## config.mk

```make
export PLATFORM = sky130hd
export DESIGN_NAME = flash_program_erase_sequencer
export DESIGN_NICKNAME = d
export VERILOG_FILES = /design/src/hdl/flash_seq_pkg.sv /design/src/hdl/flash_program_erase_sequencer.sv /design/src/hdl/flash_op_timer.sv
export VERILOG_INCLUDE_DIRS = /design/src /design/src/hdl
export SDC_FILE = /design/constraint.sdc
export NUM_CORES = 1
export LEC_CHECK = 0
export BUFFER_PORTS_ARGS = -buffer_cell sky130_fd_sc_hd__clkbuf_2
export CORE_MARGIN = 2
export CORE_UTILIZATION = 60
export CTS_CLUSTER_DIAMETER = 60
export DETAILED_ROUTE_END_ITERATION = 8
export PLACE_DENSITY_LB_ADDON = 0.05
export SLEW_MARGIN = 20
export SYNTH_ARGS = -nofsm -noshare
export SYNTH_HDL_FRONTEND = slang
export SYNTH_SLANG_ARGS = --single-unit
```

## constraint.sdc

```tcl
create_clock -name mclk -period 5 [get_ports mclk]
set_input_delay 0.75 -clock mclk [delete_from_list [all_inputs] [get_ports mclk]]
set_output_delay 0.75 -clock mclk [all_outputs]
set_load 0.02 [all_outputs]
```

## src/hdl/flash_seq_defines.svh

```systemverilog
`ifndef FLASH_SEQ_DEFINES_SVH
`define FLASH_SEQ_DEFINES_SVH

// Register byte offsets on the bus
`define OFS_CTRL0 6'h00
`define OFS_BUFCLR 6'h04
`define OFS_ADDR_LOW 6'h08
`define OFS_ADDR_HIGH 6'h0c
`define OFS_DATA_BASE 6'h10
`define OFS_LAST 6'h2c

// Register word indices of data word 0 low and of the first key register (data word 1 low)
`define IDX_DATA_BASE 4'h4
`define IDX_KEY_BASE 4'h6

// control_reg0 field positions, and the buffer clear bit of the buffer clear register
`define CTRL_EN_BIT 7
`define CTRL_MODE_HI 6
`define CTRL_MODE_LO 4
`define CTRL_TRIG_BIT 3
`define CTRL_START_BIT 2
`define BUFCLR_BIT 0

// Operation mode codes
`define MODE_WRITE 3'h0
`define MODE_ERASE 3'h1
`define MODE_UNLOCK 3'h6

// Reset values
`define RST_BYTE 8'h00
`define RST_MODE 3'h0
`define RST_ADDR_HIGH 6'h00

// Unlock key, data word 1 low through data word 3 high
`define KEY_B0 8'h00
`define KEY_B1 8'h04
`define KEY_B2 8'h0d
`define KEY_B3 8'h09
`define KEY_B4 8'hc3
`define KEY_B5 8'h40

// Geometry
`define ADDR_W 14
`define PAGE_WORDS 64
`define PAGE_IDX_W 6
`define SMALL_WORDS 4
`define SMALL_ADDR_HIGH_MASK 6'h0f

// Timing
`define CLK_MHZ 100
`define PROG_TIME_US 2200
`define PROG_CYCLES (`PROG_TIME_US * `CLK_MHZ)
`define UNLOCK_TIME_US 10
`define UNLOCK_CYCLES (`UNLOCK_TIME_US * `CLK_MHZ)

`endif

```

## src/hdl/flash_seq_pkg.sv

```systemverilog
package flash_seq_pkg;

  typedef enum logic [2:0] {
    st_idle,
    st_erase,
    st_write,
    st_wait,
    st_clear
  } seq_state_e;

  typedef logic [2:0] op_mode_t;

endpackage

```

## src/hdl/flash_program_erase_sequencer.sv

```systemverilog
`timescale 1ns/1ns
`default_nettype none
`include "flash_seq_defines.svh"

// Functional notes
// - Trigger starts the unlock window timer.
// - Six key bytes into data pairs one-three.
// - Window timeout clears trigger whatever was written.
// - Correct key in window sets program enable.
// - Wrong key leaves program enable low.
// - Clearing program enable locks at once.
// - Erase mode plus start erases addressed block.
// - Start stays high about 2.2 ms.
// - Processor stalls while an operation runs.
// - Small variant erases 256-word block, bits 11..8.
// - Small variant writes four words, low bits ignored.
// - Page buffer holds 64 words, page bits 13..6.
// - Each high-byte load advances buffer address.
// - Buffer address saturates at page end.
// - Low byte write only stores the byte.
// - Hardware clears buffer clear bit when done.
module flash_program_erase_sequencer
  import flash_seq_pkg::*;
#(
  parameter bit PAGE_VARIANT = 1'b1,
  parameter int unsigned PROG_CYCLES = `PROG_CYCLES
) (
  input wire logic mclk,
  input wire logic rst,
  input wire logic wb_cyc_i,
  input wire logic wb_stb_i,
  input wire logic wb_we_i,
  input wire logic [7:0] wb_adr_i,
  input wire logic [31:0] wb_dat_i,
  input wire logic [3:0] wb_sel_i,
  output logic [31:0] wb_dat_o,
  output logic wb_ack_o,
  output logic cpu_stall,
  output logic flash_erase,
  output logic flash_wr,
  output logic [`ADDR_W-1:0] flash_addr,
  output logic [15:0] flash_wdata
);
  import flash_seq_pkg::*;

  ////////////////////////////////////////////////////////////////////////////
  // Register state

  flash_seq_pkg::seq_state_e state;
  flash_seq_pkg::seq_state_e next_state;
  flash_seq_pkg::op_mode_t mode;
  logic prog_en;
  logic [7:0] addr_low;
  logic [5:0] addr_high;
  logic [7:0] data_lo [0:3];
  logic [7:0] data_hi [0:3];
  logic [15:0] wbuf [0:`PAGE_WORDS-1];
  logic [`PAGE_IDX_W-1:0] op_cnt;
  logic [5:0] key_seen;
  logic key_bad;
  logic win_busy;
  logic prog_busy;
  logic prog_done;

  ////////////////////////////////////////////////////////////////////////////
  // Bus decode

  wire req = wb_cyc_i && wb_stb_i && !wb_ack_o;
  wire wr = req && wb_we_i && wb_sel_i[0];
  wire [7:0] wbyte = wb_dat_i[7:0];
  wire [3:0] widx = wb_adr_i[5:2];
  wire in_map = (wb_adr_i[7:6] == 2'b00) && (wb_adr_i[1:0] == 2'b00)
    && (wb_adr_i[5:0] <= `OFS_LAST);
  wire wr_ctrl = wr && in_map && (wb_adr_i[5:0] == `OFS_CTRL0);
  wire wr_bufclr = wr && in_map && (wb_adr_i[5:0] == `OFS_BUFCLR);
  wire wr_alow = wr && in_map && (wb_adr_i[5:0] == `OFS_ADDR_LOW);
  wire wr_ahigh = wr && in_map && (wb_adr_i[5:0] == `OFS_ADDR_HIGH);
  wire wr_data = wr && in_map && (wb_adr_i[5:0] >= `OFS_DATA_BASE);
  wire [3:0] didx4 = widx - `IDX_DATA_BASE;
  wire [1:0] dword = didx4[2:1];
  wire dhigh = didx4[0];
  wire idle = (state == st_idle);

  ////////////////////////////////////////////////////////////////////////////
  // Unlock window and key check

  wire win_start = wr_ctrl && wbyte[`CTRL_TRIG_BIT] && !win_busy;
  wire [3:0] kidx4 = widx - `IDX_KEY_BASE;
  wire [2:0] kpos = kidx4[2:0];
  wire key_wr = wr_data && (widx >= `IDX_KEY_BASE) && win_busy && (mode == `MODE_UNLOCK);
  wire [7:0] key_exp = (kpos == 3'd0) ? `KEY_B0 :
                       (kpos == 3'd1) ? `KEY_B1 :
                       (kpos == 3'd2) ? `KEY_B2 :
                       (kpos == 3'd3) ? `KEY_B3 :
                       (kpos == 3'd4) ? `KEY_B4 : `KEY_B5;
  wire key_match = (wbyte == key_exp);
  wire key_done = win_busy && (&key_seen) && !key_bad;

  flash_op_timer #(
    .CYCLES(`UNLOCK_CYCLES)
  ) u_unlock_timer (
    .mclk(mclk),
    .rst(rst),
    .start(win_start),
    .busy(win_busy),
    .done()
  );

  always_ff @(posedge mclk) begin
    // A matched key is consumed at once so a later software clear of the enable sticks
    if (rst || win_start || !win_busy || key_done) begin
      key_seen <= 6'h00;
      key_bad <= 1'b0;
    end else if (key_wr) begin
      key_seen[kpos] <= 1'b1;
      if (!key_match) begin
        key_bad <= 1'b1;
      end
    end
  end

  ////////////////////////////////////////////////////////////////////////////
  // Control register

  wire [2:0] wmode = wbyte[`CTRL_MODE_HI:`CTRL_MODE_LO];
  wire launch_req = wr_ctrl && wbyte[`CTRL_START_BIT] && idle;
  wire launch_erase = launch_req && prog_en && (wmode == `MODE_ERASE);
  wire launch_write = launch_req && prog_en && (wmode == `MODE_WRITE);
  wire launch = launch_erase || launch_write;
  wire clr_req = wr_bufclr && wbyte[`BUFCLR_BIT] && idle && PAGE_VARIANT;

  always_ff @(posedge mclk) begin
    if (rst) begin
      mode <= `RST_MODE;
      prog_en <= 1'b0;
    end else begin
      if (wr_ctrl) begin
        mode <= wmode;
      end
      if (key_done) begin
        prog_en <= 1'b1;
      end else if (wr_ctrl && !wbyte[`CTRL_EN_BIT]) begin
        prog_en <= 1'b0;
      end
    end
  end

  ////////////////////////////////////////////////////////////////////////////
  // Address and data registers

  wire buf_load = PAGE_VARIANT && wr_data && (dword == 2'd0) && dhigh && idle;
  wire page_end = (addr_low[`PAGE_IDX_W-1:0] == {`PAGE_IDX_W{1'b1}});
  wire [5:0] ahigh_mask = PAGE_VARIANT ? 6'h3f : `SMALL_ADDR_HIGH_MASK;

  always_ff @(posedge mclk) begin
    if (rst) begin
      addr_low <= `RST_BYTE;
      addr_high <= `RST_ADDR_HIGH;
    end else begin
      if (wr_alow) begin
        addr_low <= wbyte;
      end else if (buf_load && !page_end) begin
        addr_low <= addr_low + 8'h01;
      end
      if (wr_ahigh) begin
        addr_high <= wbyte[5:0] & ahigh_mask;
      end
    end
  end

  genvar gi;
  generate
    for (gi = 0; gi < 4; gi = gi + 1) begin : g_data
      always_ff @(posedge mclk) begin
        if (rst) begin
          data_lo[gi] <= `RST_BYTE;
          data_hi[gi] <= `RST_BYTE;
        end else if (wr_data && (dword == 2'(gi))) begin
          if (dhigh) begin
            data_hi[gi] <= wbyte;
          end else begin
            data_lo[gi] <= wbyte;
          end
        end
      end
    end
  endgenerate

  ////////////////////////////////////////////////////////////////////////////
  // Page write buffer

  wire [`ADDR_W-1:0] full_addr = {addr_high, addr_low};
  wire buf_we = buf_load || (state == st_clear);
  wire [`PAGE_IDX_W-1:0] buf_widx = (state == st_clear) ? op_cnt : addr_low[`PAGE_IDX_W-1:0];
  wire [15:0] buf_wdat = (state == st_clear) ? 16'h0000 : {wbyte, data_lo[0]};

  always_ff @(posedge mclk) begin
    if (buf_we) begin
      wbuf[buf_widx] <= buf_wdat;
    end
  end

  ////////////////////////////////////////////////////////////////////////////
  // Operation sequencer

  flash_op_timer #(
    .CYCLES(PROG_CYCLES)
  ) u_prog_timer (
    .mclk(mclk),
    .rst(rst),
    .start(launch),
    .busy(prog_busy),
    .done(prog_done)
  );

  wire [`PAGE_IDX_W-1:0] last_word = PAGE_VARIANT ? `PAGE_IDX_W'(`PAGE_WORDS - 1) :
                                     `PAGE_IDX_W'(`SMALL_WORDS - 1);
  wire walk_end = (op_cnt == last_word);
  wire [`ADDR_W-1:0] erase_addr = PAGE_VARIANT ?
    {full_addr[`ADDR_W-1:`PAGE_IDX_W], `PAGE_IDX_W'(0)} :
    {full_addr[`ADDR_W-1:8], 8'h00};
  wire [`ADDR_W-1:0] word_addr = PAGE_VARIANT ?
    {full_addr[`ADDR_W-1:`PAGE_IDX_W], op_cnt} :
    {full_addr[`ADDR_W-1:2], op_cnt[1:0]};
  wire [15:0] word_data = PAGE_VARIANT ? wbuf[op_cnt] :
    {data_hi[op_cnt[1:0]], data_lo[op_cnt[1:0]]};

  always_comb begin
    next_state = state;
    case (state)
      st_idle: begin
        if (launch_erase) begin
          next_state = st_erase;
        end else if (launch_write) begin
          next_state = st_write;
        end else if (clr_req) begin
          next_state = st_clear;
        end
      end
      st_erase: begin
        next_state = st_wait;
      end
      st_write: begin
        if (walk_end) begin
          next_state = st_wait;
        end
      end
      st_wait: begin
        if (prog_done || !prog_busy) begin
          next_state = st_idle;
        end
      end
      st_clear: begin
        if (walk_end) begin
          next_state = st_idle;
        end
      end
      default: begin
        next_state = st_idle;
      end
    endcase
  end

  always_ff @(posedge mclk) begin
    if (rst) begin
      state <= st_idle;
      op_cnt <= '0;
      cpu_stall <= 1'b0;
      flash_erase <= 1'b0;
      flash_wr <= 1'b0;
      flash_addr <= '0;
      flash_wdata <= 16'h0000;
    end else begin
      state <= next_state;
      cpu_stall <= (next_state == st_erase) || (next_state == st_write)
        || (next_state == st_wait);
      op_cnt <= (state == next_state) ? op_cnt + `PAGE_IDX_W'(1) : '0;
      flash_erase <= (state == st_erase);
      flash_wr <= (state == st_write);
      flash_addr <= (state == st_erase) ? erase_addr : word_addr;
      flash_wdata <= word_data;
    end
  end

  ////////////////////////////////////////////////////////////////////////////
  // Read-back and acknowledge

  wire [7:0] ctrl_rd = {prog_en, mode, win_busy, !idle && (state != st_clear), 2'b00};
  wire [7:0] data_rd = dhigh ? data_hi[dword] : data_lo[dword];
  wire [7:0] rd_byte = !in_map ? 8'h00 :
                       (wb_adr_i[5:0] == `OFS_CTRL0) ? ctrl_rd :
                       (wb_adr_i[5:0] == `OFS_BUFCLR) ? {7'h00, state == st_clear} :
                       (wb_adr_i[5:0] == `OFS_ADDR_LOW) ? addr_low :
                       (wb_adr_i[5:0] == `OFS_ADDR_HIGH) ? {2'b00, addr_high} : data_rd;

  always_ff @(posedge mclk) begin
    if (rst) begin
      wb_ack_o <= 1'b0;
      wb_dat_o <= 32'h0000_0000;
    end else begin
      wb_ack_o <= req;
      wb_dat_o <= req ? {24'h000000, rd_byte} : 32'h0000_0000;
    end
  end
endmodule

`default_nettype wire

```

## src/hdl/flash_op_timer.sv

```systemverilog
`timescale 1ns/1ns
`default_nettype none

// One-shot interval timer: busy for CYCLES clocks after start, then one done pulse
module flash_op_timer #(
  parameter int unsigned CYCLES = 1000
) (
  input wire logic mclk,
  input wire logic rst,
  input wire logic start,
  output logic busy,
  output logic done
);
  localparam int W = $clog2(CYCLES + 1);

  logic [W-1:0] cnt;
  wire last = (cnt == W'(CYCLES - 1));

  always_ff @(posedge mclk) begin
    if (rst) begin
      busy <= 1'b0;
      done <= 1'b0;
      cnt <= '0;
    end else begin
      done <= busy && last;
      if (start && !busy) begin
        busy <= 1'b1;
        cnt <= '0;
      end else if (busy) begin
        busy <= !last;
        cnt <= cnt + W'(1);
      end
    end
  end
endmodule

`default_nettype wire

```

==> Word-level counts from Yosys, hierarchy flattened <==
Memories as Yosys holds them, arrays and structs flattened. A register that Yosys moved wholly into a read port is not among the register bits.
Index checks and enable logic that the tools add are counted.
{ "word_totals": {"word_cells": 217, "ff_bits": 115, "mem_bits_rw": 1088, "n_memories": 3, "input_bits": 49} }
{ "memory_table": {"columns": ["name", "depth", "word_bits", "read_ports", "rd_clocked_by_memory_dff", "wr", "line_no", "text"], "rows": [
  ["wbuf", 64, 16, 1, 1, 1, "flash_program_erase_sequencer.sv:57", "logic [15:0] wbuf [0:`PAGE_WORDS-1];"],
  ["data_hi", 4, 8, 1, 0, 4, "flash_program_erase_sequencer.sv:56", "logic [7:0] data_hi [0:3];"],
  ["data_lo", 4, 8, 2, 0, 4, "flash_program_erase_sequencer.sv:55", "logic [7:0] data_lo [0:3];"]
]} }
{ "classes": {"reduce_logical": 74, "bitwise": 13, "n_mux": 67, "n_lt_le_gt_ge": 5, "n_addsub": 6, "eq_ne": 26} }
{ "op_table": {"columns": ["op", "n"], "rows": [
  ["8-bit 2-to-1 mux", 20],
  ["1-bit logical AND", 39],
  ["1-bit 2-to-1 mux", 37],
  ["18-bit by 1-bit adder with 18-bit output, second input constant", 1],
  ["18-bit == test, second input constant", 1],
  ["3-bit by 2-bit == test with 1-bit output, second input constant", 6],
  ["3-bit 2-to-1 mux", 6],
  ["16-bit 2-to-1 mux", 1],
  ["3-bit one-hot mux with 5 select lines", 1],
  ["3-bit by 1-bit == test with 1-bit output, second input constant", 4],
  ["6-bit by 4-bit == test with 1-bit output, second input constant", 2],
  ["6-bit == test, second input constant", 2],
  ["10-bit by 1-bit adder with 10-bit output, second input constant", 1],
  ["10-bit == test, second input constant", 1],
  ["3-bit == test, second input constant", 3],
  ["1-bit logical NOT", 9],
  ["3-bit logical NOT", 3],
  ["8-bit by 1-bit adder with 8-bit output, second input constant", 1],
  ["8-bit == test", 1],
  ["1-bit logical OR", 8],
  ["1-bit OR", 8],
  ["2-bit OR reduction", 4],
  ["6-bit by 1-bit adder with 6-bit output, second input constant", 1],
  ["6-bit by 3-bit == test with 1-bit output, second input constant", 1],
  ["other kinds (22)", 30]
]} }

==> Logic depth before layout (Yosys ltp) <==
Gate-level depths: netlist of run 1.
{ "depth": {"depth_word": 16, "ltp_mapped": 10} }

==> By module <==
A second synthesis of run 1 with hierarchy kept.
{ "hier_totals": {"hier_cells": 2533, "hier_area_um2": 47145.2} }
{ "by_module_without_submodules": {"columns": ["mod", "cells_each", "instances", "seq_area_each_um2", "area_per_inst_um2"], "rows": [
  ["flash_program_erase_sequencer", 2375, 1, 34192.8, 45732.6],
  ["flash_op_timer at u_prog_timer", 101, 1, 400.4, 892.1],
  ["flash_op_timer at u_unlock_timer", 57, 1, 240.2, 520.5]
]} }

==> Worst setup path before layout of run 1 <==
OpenSTA, ideal clock, no wires.
{ "synth_timing": {"path_kind": "in2reg", "from": "input port wb_adr_i[7]", "to": "memory wbuf[22][0] (enable)", "setup_time_ps": 388, "arrival_ps": 3049, "setup_slack_ps": 1563, "path_buffers": 1, "required_time_ps": 4612, "path_stages": 6, "cell_sequence": "or4_4 > nor4_1 > a31o_2 > buf_2 > nand4_1 > nor2_1"} }
{ "synth_between": {"elab_chain_cells": 11} }
{ "synth_rtl": {"columns": ["item", "line_no", "text"], "rows": [
  ["start, declared", "flash_program_erase_sequencer.sv:33", "input wire logic [7:0] wb_adr_i,"],
  ["2-bit logical NOT", "flash_program_erase_sequencer.sv:72", "wire in_map = (wb_adr_i[7:6] == 2'b00) && (wb_adr_i[1:0] == 2'b00)"],
  ["1-bit logical AND (2 in a row)", "flash_program_erase_sequencer.sv:72", null],
  ["1-bit logical AND (2 in a row)", "flash_program_erase_sequencer.sv:78", "wire wr_data = wr && in_map && (wb_adr_i[5:0] >= `OFS_DATA_BASE);"],
  ["1-bit logical AND (3 in a row)", "flash_program_erase_sequencer.sv:151", "wire buf_load = PAGE_VARIANT && wr_data && (dword == 2'd0) && dhigh && idle;"],
  ["1-bit logical OR", "flash_program_erase_sequencer.sv:193", "wire buf_we = buf_load || (state == st_clear);"],
  ["1-bit 2-to-1 mux", "flash_program_erase_sequencer.sv:198", "if (buf_we) begin"],
  ["1-bit 2-to-1 mux (implied by the code)", "flash_program_erase_sequencer.sv:199", "wbuf[buf_widx] <= buf_wdat;"],
  ["end, declared", "flash_program_erase_sequencer.sv:57", null]
]} }
Every way passes these cells.

==> Final worst setup path of run 1 <==
{ "layout_timing": {"from": "register state[2]", "to": "memory wbuf[9][3] (enable)"} }
{ "layout_between": {"elab_chain_cells": 5} }
{ "layout_rtl": {"columns": ["item", "line_no", "text"], "rows": [
  ["start, declared", "flash_program_erase_sequencer.sv:49", "flash_seq_pkg::seq_state_e state;"],
  ["start signal, assigned", "flash_program_erase_sequencer.sv:266", "state <= st_idle;"],
  ["start signal, assigned", "flash_program_erase_sequencer.sv:274", "state <= next_state;"],
  ["3-bit logical NOT", "flash_program_erase_sequencer.sv:82", "wire idle = (state == st_idle);"],
  ["1-bit logical AND", "flash_program_erase_sequencer.sv:151", null],
  ["1-bit logical OR", "flash_program_erase_sequencer.sv:193", null],
  ["1-bit 2-to-1 mux", "flash_program_erase_sequencer.sv:198", null],
  ["1-bit 2-to-1 mux (implied by the code)", "flash_program_erase_sequencer.sv:199", null]
]} }
Several ways; a longest one is shown, not always the timed one.

==> impl_metrics.ini, run 1 <==
[yosys]
ys_types = 80
async_flop_share_pct = 0
synth_top_area_share_pct = 69.1
syn_area_per_cell_um2 = 18.3
synth_seq_cells = 1195
synth_edf_count = 1088
yosys_warnings = 0
synthTopCellsByArea = edfxtp_1 69%, mux4_2 10%, dfxtp_1 4.5%
synth_top_area_cell = edfxtp_1
yosysMostFrequentCell = edfxtp_1
synthFlopType = edfxtp_1
synthTopCellsByCount = 1088 x edfxtp_1, 217 x mux4_2, 146 x nor2_1
syn_inst = 2583
yosysSeqAreaShare_pct = 73.7
synthesis.area_um2 = 47300

[setup_path]
rrSetupSlack_ns = 1.28
worst_setup_path_end_kind = flip-flop
reg2regPathDepth = 5
crit_family = simple AND/OR/NAND/NOR gates
cp.required_ns = 5.30
criticalPathCategory = reg -> reg
worstPathArrival_ns = 4.01
critPathMaxFanout = 30
endpoint = wbuf[9][3]$_DFFE_PP_
path_buf_inv = 1
r2r_end = wbuf[9][3]$_DFFE_PP_
cp-start-kind = flip-flop
startpoint = state[2]$_SDFF_PP0_
path_cells = nor3b_4, buf_4, mux2_2, or3_1, nor2_2
max_stage_delay_ns = 0.90
slowest_stage = nor2_2
r2r-start = state[2]$_SDFF_PP0_
cp.depth = 5

[min_path]
min-delay-path-class = reg -> reg

[timing]
tightest_slew_ns = 1.14
fmax_ghz = 0.269
maxSlewHeadroom_pct = 23.9
setup_viol = 0
fin_tns_setup_ns = 0
rsz0062_at_grt = no
setup_slack_ns = 1.28
min_period_over_period_pct = 74.4
final_hold_viol_count = 0
timing.hold.ws_ns = 0.456
period_needed_ns = 3.72
maxSlewViolCount = 0
fin_skew_ns = 0.0311

[clocking]
root_buffer = clkbuf_16
ctsResizeCount = 0
cts_made_buffers = 120
clock_latency_ns = 0.68
htreeDepth = 3
clk_path_buf_depth = 3
cts_setup_buffers = 0
ctsHoldBuffers = 0
cts_tree = built
cts_sinks = 1195
cts.clk_slew.worst_paths_ns = 0.06

[global_routing]
grt_pass1_vias = 25000
grt_max_degree = 104
grt_antenna_before_repair = 1
grt_usage_pct = 29.0
overflow = 0
grt_first_pass_wirelength_um = 171000

[floorplanning]
initial_utilization_pct = 60.8
dieArea_um2 = 81000
rows = 102
die-height_um = 285
boundaryPins = 115
core_um2 = 77700
die_w_um = 285

[detailed_routing]
final_antenna_net_count = 0
drc_errors = 0
wl_um = 117000
vias = 25400
viasPerCell = 6.54
drtIter0Drc = 3013
first_pass_iters = 6
post_drt_wl_per_cell_um = 30.0

[run_status]
outcome = finished, final reports clean

[layout]
ff_latch_area_um2 = 34800
drive_above_1_share_pct = 23.6
nets = 2800
n_fill_cell = 5065
utilization_pct = 68.7
multi_input_area_um2 = 11800
diodes = 0
synthToLayoutAreaGrowth_pct = 12.9
stdcell_area_um2 = 53400
final-instance-count-excl-fill = 3883

[power]
seqPwrFrac_pct = 51.4
switching_share_pct = 20.9
p_clk_share_pct = 42.9
combPwrFrac_pct = 5.7
fin_total_pwr_mw = 21.3
intPower_mw = 16.8
power_density_nw_per_um2 = 399
vdd_drop_max_uv = 294
p_leak_nw = 17.4
p_switching_mw = 4.46

[place]
dp_hpwl_um = 70600
dp_slack_ns = 1.12
io_buffers = 63
dp_cells = 3660
gp_congestion = 0.844
place_area_um2 = 49300

[job]
cap_violations = 0
worst min path at each step:
stage                                  start                        to  depth (start not counted)
detailed placement      key_bad$_SDFFE_PP0P_      key_bad$_SDFFE_PP0P_                          2
CTS                     key_bad$_SDFFE_PP0P_      key_bad$_SDFFE_PP0P_                          2
global route        key_seen[2]$_SDFFE_PP0P_  key_seen[2]$_SDFFE_PP0P_                          2
finish                  key_bad$_SDFFE_PP0P_      key_bad$_SDFFE_PP0P_                          2
floorplan               key_bad$_SDFFE_PP0P_      key_bad$_SDFFE_PP0P_                          2
global placement        key_bad$_SDFFE_PP0P_      key_bad$_SDFFE_PP0P_                          2
routing by layer:
layer,track usage [%],up-vias,wire length (µm)
met1,42.7,13400,47900
met3,5.00,158,9680
li1,-,10700,-
met2,46.2,1181,56600
met5,0,-,0
met4,6.54,0,2480
kinds of logic after synthesis:
logic type / count (synthesis) / share of synthesized area, %
simple gates: 467 / 5.19
buf+inv: 191 / 1.93
other cells: 1 / 0.00793
xor+xnor: 37 / 0.686
compound gates: 320 / 4.79
mux: 363 / 13.5
flops: 1195 / 73.7
fa+ha+maj: 9 / 0.238
worst register-to-register path, delay by kind of cell (launching register included):
kind | cells | cell delay [ns]
flip-flops | 1 | 0.53
AND/OR/NAND/NOR | 3 | 1.70
multiplexers | 1 | 0.49
buffers and inverters | 1 | 0.60
power groups by stage:
stage | Combinational (mW) | Sequential [mW] | Clock, mW
after floorplan | 0.792 | 11.2 | 0
after global placement | 1.19 | 11.1 | 0
after detailed placement | 1.21 | 11.1 | 0
after CTS | 1.22 | 10.9 | 9.21
after global routing | 1.28 | 10.9 | 9.62
final | 1.22 | 10.9 | 9.12
sequential cells by signal, summed over array words and instances (netlist names), 3 cells and up:
name / count
addr_high: 6
addr_low: 8
data_hi: 32
data_lo: 32
flash_addr: 14
flash_wdata: 16
key_seen: 6
mode: 3
op_cnt: 6
state: 3
u_prog_timer.cnt: 18
u_unlock_timer.cnt: 10
wb_dat_o: 8
wbuf: 1024
area by class of cell:
cell class / count / share of cell area [%]
Clock buffer: 168 / 6.37
Clock inverter: 55 / 1.23
Inverter: 15 / 0.105
Multi-Input combinational cell: 1220 / 22.0
Sequential cell: 1195 / 65.2
Tap cell: 1040 / 2.44
Timing Repair Buffer: 190 / 2.56
cells in the final DEF (no fill, tap or decap), types with 13 or more instances in the layout:
master / n
a221oi_1: 19
nor3_1: 17
xnor2_1: 20
nand2_1: 64
a21oi_1: 66
mux2i_1: 123
mux2_2: 22
a22o_1: 17
dfxtp_1: 102
conb_1: 24
mux4_2: 217
clkbuf_2: 63
nor2b_4: 15
edfxtp_1: 1088
clkinv_2: 18
nand2b_1: 18
clkbuf_1: 32
nand4_1: 13
o21ai_0: 34
o221ai_1: 25
xor2_1: 17
nor2b_1: 23
inv_1: 14
buf_4: 119
a22oi_1: 55
clkbuf_16: 125
o22ai_1: 22
and3_1: 44
bufinv_16: 14
nand3_1: 34
a211oi_1: 19
and2_1: 42
nor2_1: 142
Note: power is estimated with default switching activity, not from simulation.
==> inputs of run 2 (changes only) <==
CORE_UTILIZATION = 56   (was 60)
clock period = 3 ns   (was 5 ns; I/O delays follow)
==> impl_metrics.ini, run 2 (synthesis results as in run 1) <==
[clocking]
clock_latency_ns = 0.69
cts_made_buffers = 121
ctsHoldBuffers = 0
cts_setup_buffers = 0
cts.clk_slew.worst_paths_ns = 0.06
cts_tree = built
clk_path_buf_depth = 3
cts_sinks = 1195
ctsResizeCount = 0
root_buffer = clkbuf_16
htreeDepth = 3

[layout]
final_common_cell = edfxtp_1
final_cell_mix = 1088 x edfxtp_1, 217 x mux4_2, 177 x buf_4
nets = 2930
largest_register_ffs = 1024
final-instance-count-excl-fill = 4061
n_fill_cell = 5674
drive_above_1_share_pct = 26.7
synthToLayoutAreaGrowth_pct = 17.1
reg.largest.list = wbuf: 1024 flops, data_hi: 32 flops, data_lo: 32 flops
ff_latch_area_um2 = 34800
multi_input_area_um2 = 11800
regMostFlops = wbuf
diodes = 0

[place]
io_buffers = 63
dp_hpwl_um = 77000
dp_cells = 3827
gp_congestion = 0.927

[timing]
setup_viol = 0
maxSlewViolCount = 0
fin_tns_setup_ns = 0
fmax_ghz = 0.340
tightest_slew_ns = 1.06
min_period_over_period_pct = 98.2
maxSlewHeadroom_pct = 28.8
fin_skew_ns = 0.0289
period_needed_ns = 2.94
final_hold_viol_count = 0
rsz0062_at_grt = no

[floorplanning]
rows = 106
initial_utilization_pct = 56.6
dieArea_um2 = 86700
core_um2 = 83600
die-height_um = 295
die_w_um = 295
boundaryPins = 115

[setup_path]
path_buf_inv = 3
slowest_stage = dfxtp_4
cp-start-kind = flip-flop
cp.required_ns = 3.53
critPathMaxFanout = 20
cp_common_cell = buf_12
r2r-start = op_cnt[0]$_SDFF_PP0_
crit_family = multiplexers
worstPathArrival_ns = 3.47
worst_setup_path_end_kind = flip-flop
startpoint = op_cnt[0]$_SDFF_PP0_
path_cells = buf_12, buf_12, mux4_2, mux2_2, a221oi_1, buf_4, o31ai_1
criticalPathCategory = reg -> reg
max_stage_delay_ns = 0.65

[global_routing]
grt_pass1_vias = 25600
overflow = 0
grt_antenna_before_repair = 4
grt_usage_pct = 28.3
grt_max_degree = 65
grt_first_pass_wirelength_um = 175000

[detailed_routing]
viasPerCell = 6.33
drc_errors = 0
final_antenna_net_count = 0
wl_um = 121000
drtIter0Drc = 3030
vias = 25700
first_pass_iters = 6
post_drt_wl_per_cell_um = 29.8

[power]
fin_total_pwr_mw = 35.8
vdd_drop_max_uv = 531
p_leak_nw = 18.3
power_density_nw_per_um2 = 648

[min_path]
min_from = wb_cyc_i
min-delay-path-class = in -> reg

[job]
cap_violations = 0

[run_status]
outcome = finished, final reports clean
[run 2: cell types whose count changed in the layout (fill, tap and decap cells not counted), moves of 3 or more]
| cell | previous run | this run |
|---|---|---|
| buf_12 | 8 | 78 |
| buf_4 | 119 | 177 |
| clkinv_1 | 12 | 23 |
| clkbuf_8 | 11 | 7 |
| clkinvlp_4 | 6 | 3 |
[run 2: layer usage]
layer	wire, µm	up-vias	GRT usage, %
li1	-	11000	-
met5	92	-	0.794
met3	8480	165	4.09
met2	58800	1057	45.6
met4	3160	2	8.14
met1	50600	13500	40.6
[run 2: power by group]
group | switching (mW) | internal [mW] | total [mW]
clock network | 6.20 | 9.14 | 15.3
registers | 0.0587 | 18.2 | 18.2
logic | 1.36 | 0.908 | 2.27
[run 2: worst paths after layout]
check | end | slack, ns | depth (start not counted)
hold / removal | wb_ack_o$_SDFF_PP0_ | 0.18 | 4
setup reg to reg | flash_wdata[4]$_SDFF_PP0_ | 0.06 | 7
hold reg to reg | key_bad$_SDFFE_PP0P_ | 0.46 | 2
setup / recovery | flash_wdata[4]$_SDFF_PP0_ | 0.06 | 7
[run 2: area by class of cell]
type | instances | area share, %
sequential | 1195 | 62.9
timing repair buffer | 319 | 5.84
clock buffer | 163 | 6.00
multi-input combinational | 1220 | 21.3
clock inverter | 69 | 1.42
inverter | 15 | 0.102
tap | 1080 | 2.44
[run 2: per-stage QoR]
| stage | util [%] | hold slack (ns) | setup slack [ns] | instance area (µm²) |
|---|---|---|---|---|
| 2_1_floorplan | - | 0.420 | -0.409 | 47300 |
| 3_3_place_gp | 61.2 | 0.431 | -0.0810 | 51200 |
| 3_5_place_dp | 61.3 | 0.446 | 0.0176 | 51200 |
| 4_1_cts | 66.2 | 0.148 | 0.0695 | 55300 |
| 5_1_grt | 66.2 | 0.174 | 0.0526 | 55300 |
| 6_report | 66.2 | 0.184 | 0.0554 | 55300 |
[run 2: tightest hold or removal path, stage by stage]
cell and delay [ns]:
clkbuf_2 0.08, nand3b_1 0.11, buf_4 0.15, nor2_1 0.04
==> inputs of run 3 (changes only) <==
REMOVE_ABC_BUFFERS = 1   (was default)
==> impl_metrics.ini, run 3 (synthesis results as in run 1) <==
[run_status]
outcome = finished, final reports clean

[timing]
fmax_ghz = 0.353
setup_viol = 0
maxSlewViolCount = 0
maxSlewHeadroom_pct = 34.1
tightest_slew_ns = 0.987
setup_slack_ns = 0.165
fin_skew_ns = 0.0243
period_needed_ns = 2.84
min_period_over_period_pct = 94.5
rsz0062_at_grt = no
final_hold_viol_count = 0

[clocking]
cts_tree = built
root_buffer = clkbuf_16
cts_sinks = 1195
cts.clk_slew.worst_paths_ns = 0.07
ctsResizeCount = 0
ctsHoldBuffers = 0
clk_path_buf_depth = 3
cts_setup_buffers = 0
cts_made_buffers = 117
clock_latency_ns = 0.69
htreeDepth = 3

[setup_path]
r2r_end = flash_wdata[12]$_SDFF_PP0_
path_buf_inv = 2
r2r-start = op_cnt[0]$_SDFF_PP0_
path_cells = buf_12, buf_4, mux4_2, a22oi_1, nand2_1, a22o_1, a31o_2
worst_setup_path_end_kind = flip-flop
max_stage_delay_ns = 0.51
cp.required_ns = 3.56
rrSetupSlack_ns = 0.16
cp.depth = 7
crit_family = compound AO/OA/AOI/OAI gates
startpoint = op_cnt[0]$_SDFF_PP0_
reg2regPathDepth = 7
endpoint = flash_wdata[12]$_SDFF_PP0_
slowest_stage = dfxtp_4
cp-start-kind = flip-flop
criticalPathCategory = reg -> reg
critPathMaxFanout = 16
worstPathArrival_ns = 3.39

[floorplanning]
rows = 106
core_um2 = 83600
boundaryPins = 115
die_w_um = 295
die-height_um = 295
dieArea_um2 = 86700
initial_utilization_pct = 56.6

[detailed_routing]
drc_errors = 0
viasPerCell = 6.38
wl_um = 122000
post_drt_wl_per_cell_um = 29.9
first_pass_iters = 5
vias = 26000
final_antenna_net_count = 0
drtIter0Drc = 3007

[place]
io_buffers = 63
dp_hpwl_um = 79400
place_area_um2 = 51200
gp_congestion = 0.911
dp_slack_ns = -0.136

[layout]
largest_register_ffs = 1024
stdcell_area_um2 = 55200
reg.largest.list = wbuf: 1024 flops, data_hi: 32 flops, data_lo: 32 flops
nets = 2947
synthToLayoutAreaGrowth_pct = 16.9
diodes = 0
final_cell_mix = 1088 x edfxtp_1, 217 x mux4_2, 209 x buf_4
final_common_cell = edfxtp_1
regMostFlops = wbuf
drive_above_1_share_pct = 27.5

[power]
power_density_nw_per_um2 = 643
p_leak_nw = 18.3
vdd_drop_max_uv = 484

[global_routing]
grt_pass1_vias = 25800
grt_usage_pct = 28.6
grt_first_pass_wirelength_um = 177000
grt_max_degree = 65
overflow = 0
grt_antenna_before_repair = 2

[job]
cap_violations = 0

[min_path]
min-delay-path-class = in -> reg
## run 3: cell types whose count changed in the layout (fill, tap and decap cells not counted), moves of 2 or more
| cell | previous run | this run |
|---|---|---|
| bufinv_16 | 16 | 14 |
| clkbuf_8 | 7 | 11 |
| inv_6 | 4 | 1 |
| buf_4 | 177 | 209 |
| clkbuf_1 | 32 | 21 |
| inv_16 | 0 | 2 |
| clkinv_4 | 1 | 6 |
| clkbuf_16 | 124 | 119 |
| clkinv_1 | 23 | 15 |
| clkinv_2 | 19 | 25 |
| buf_12 | 78 | 68 |
## run 3: worst min path at each step
stage,slack (ns),from,end,depth (start not counted)
4_1_cts,0.15,wb_dat_i[2],data_hi[2][2]$_SDFFCE_PN0P_,2
3_3_place_gp,0.43,key_bad$_SDFFE_PP0P_,key_bad$_SDFFE_PP0P_,2
5_1_grt,0.18,wb_cyc_i,wb_ack_o$_SDFF_PP0_,4
6_report,0.17,wb_dat_i[2],data_hi[2][2]$_SDFFCE_PN0P_,2
3_5_place_dp,0.45,key_bad$_SDFFE_PP0P_,key_bad$_SDFFE_PP0P_,2
2_1_floorplan,0.42,key_bad$_SDFFE_PP0P_,key_bad$_SDFFE_PP0P_,2
## run 3: per-stage QoR
step	std cells	power [mW]	utilization [%]	TNS (ns)	hold slack, ns
after CTS	4071	35.8	66.1	0	0.146
after floorplan	2430	20.3	-	-9637.08	0.420
final	4071	35.5	66.1	0	0.174
after detailed placement	3850	20.9	61.3	-5.21	0.451
after global routing	4071	36.5	66.1	0	0.184
after global placement	3850	20.8	61.3	-2.89	0.432
## run 3: power by group
group	switching (mW)	internal, mW
registers	0.0576	18.2
logic	1.37	0.913
clock network	6.24	8.79
total	7.67	27.9
## run 3: worst register-to-register path, delay by kind of cell (launching register included)
kind	cells	cell delay, ns
DFF	1	0.51
buffers and inverters	2	0.49
and+or+nand+nor	1	0.25
AOI/OAI and AO/OA	3	0.94
muxes	1	0.52
## run 3: cell type report
class	instances	area (µm²)
clock buffers	151	3210
flip-flops and latches	1195	34800
fillers	5645	28300
inverters	15	56.3
well taps	1080	1350
multi-input cells	1220	11800
clock inverters	70	803
repair buffers	340	3250
## run 3: per-layer routing
metal | wire length, µm | part of all wire, % | GRT usage (%)
met2 | 57500 | 47 | 44.6
met5 | 0 | 0 | 0
met3 | 9350 | 7.7 | 4.55
met4 | 3670 | 3.0 | 8.37
met1 | 51100 | 42 | 42.3
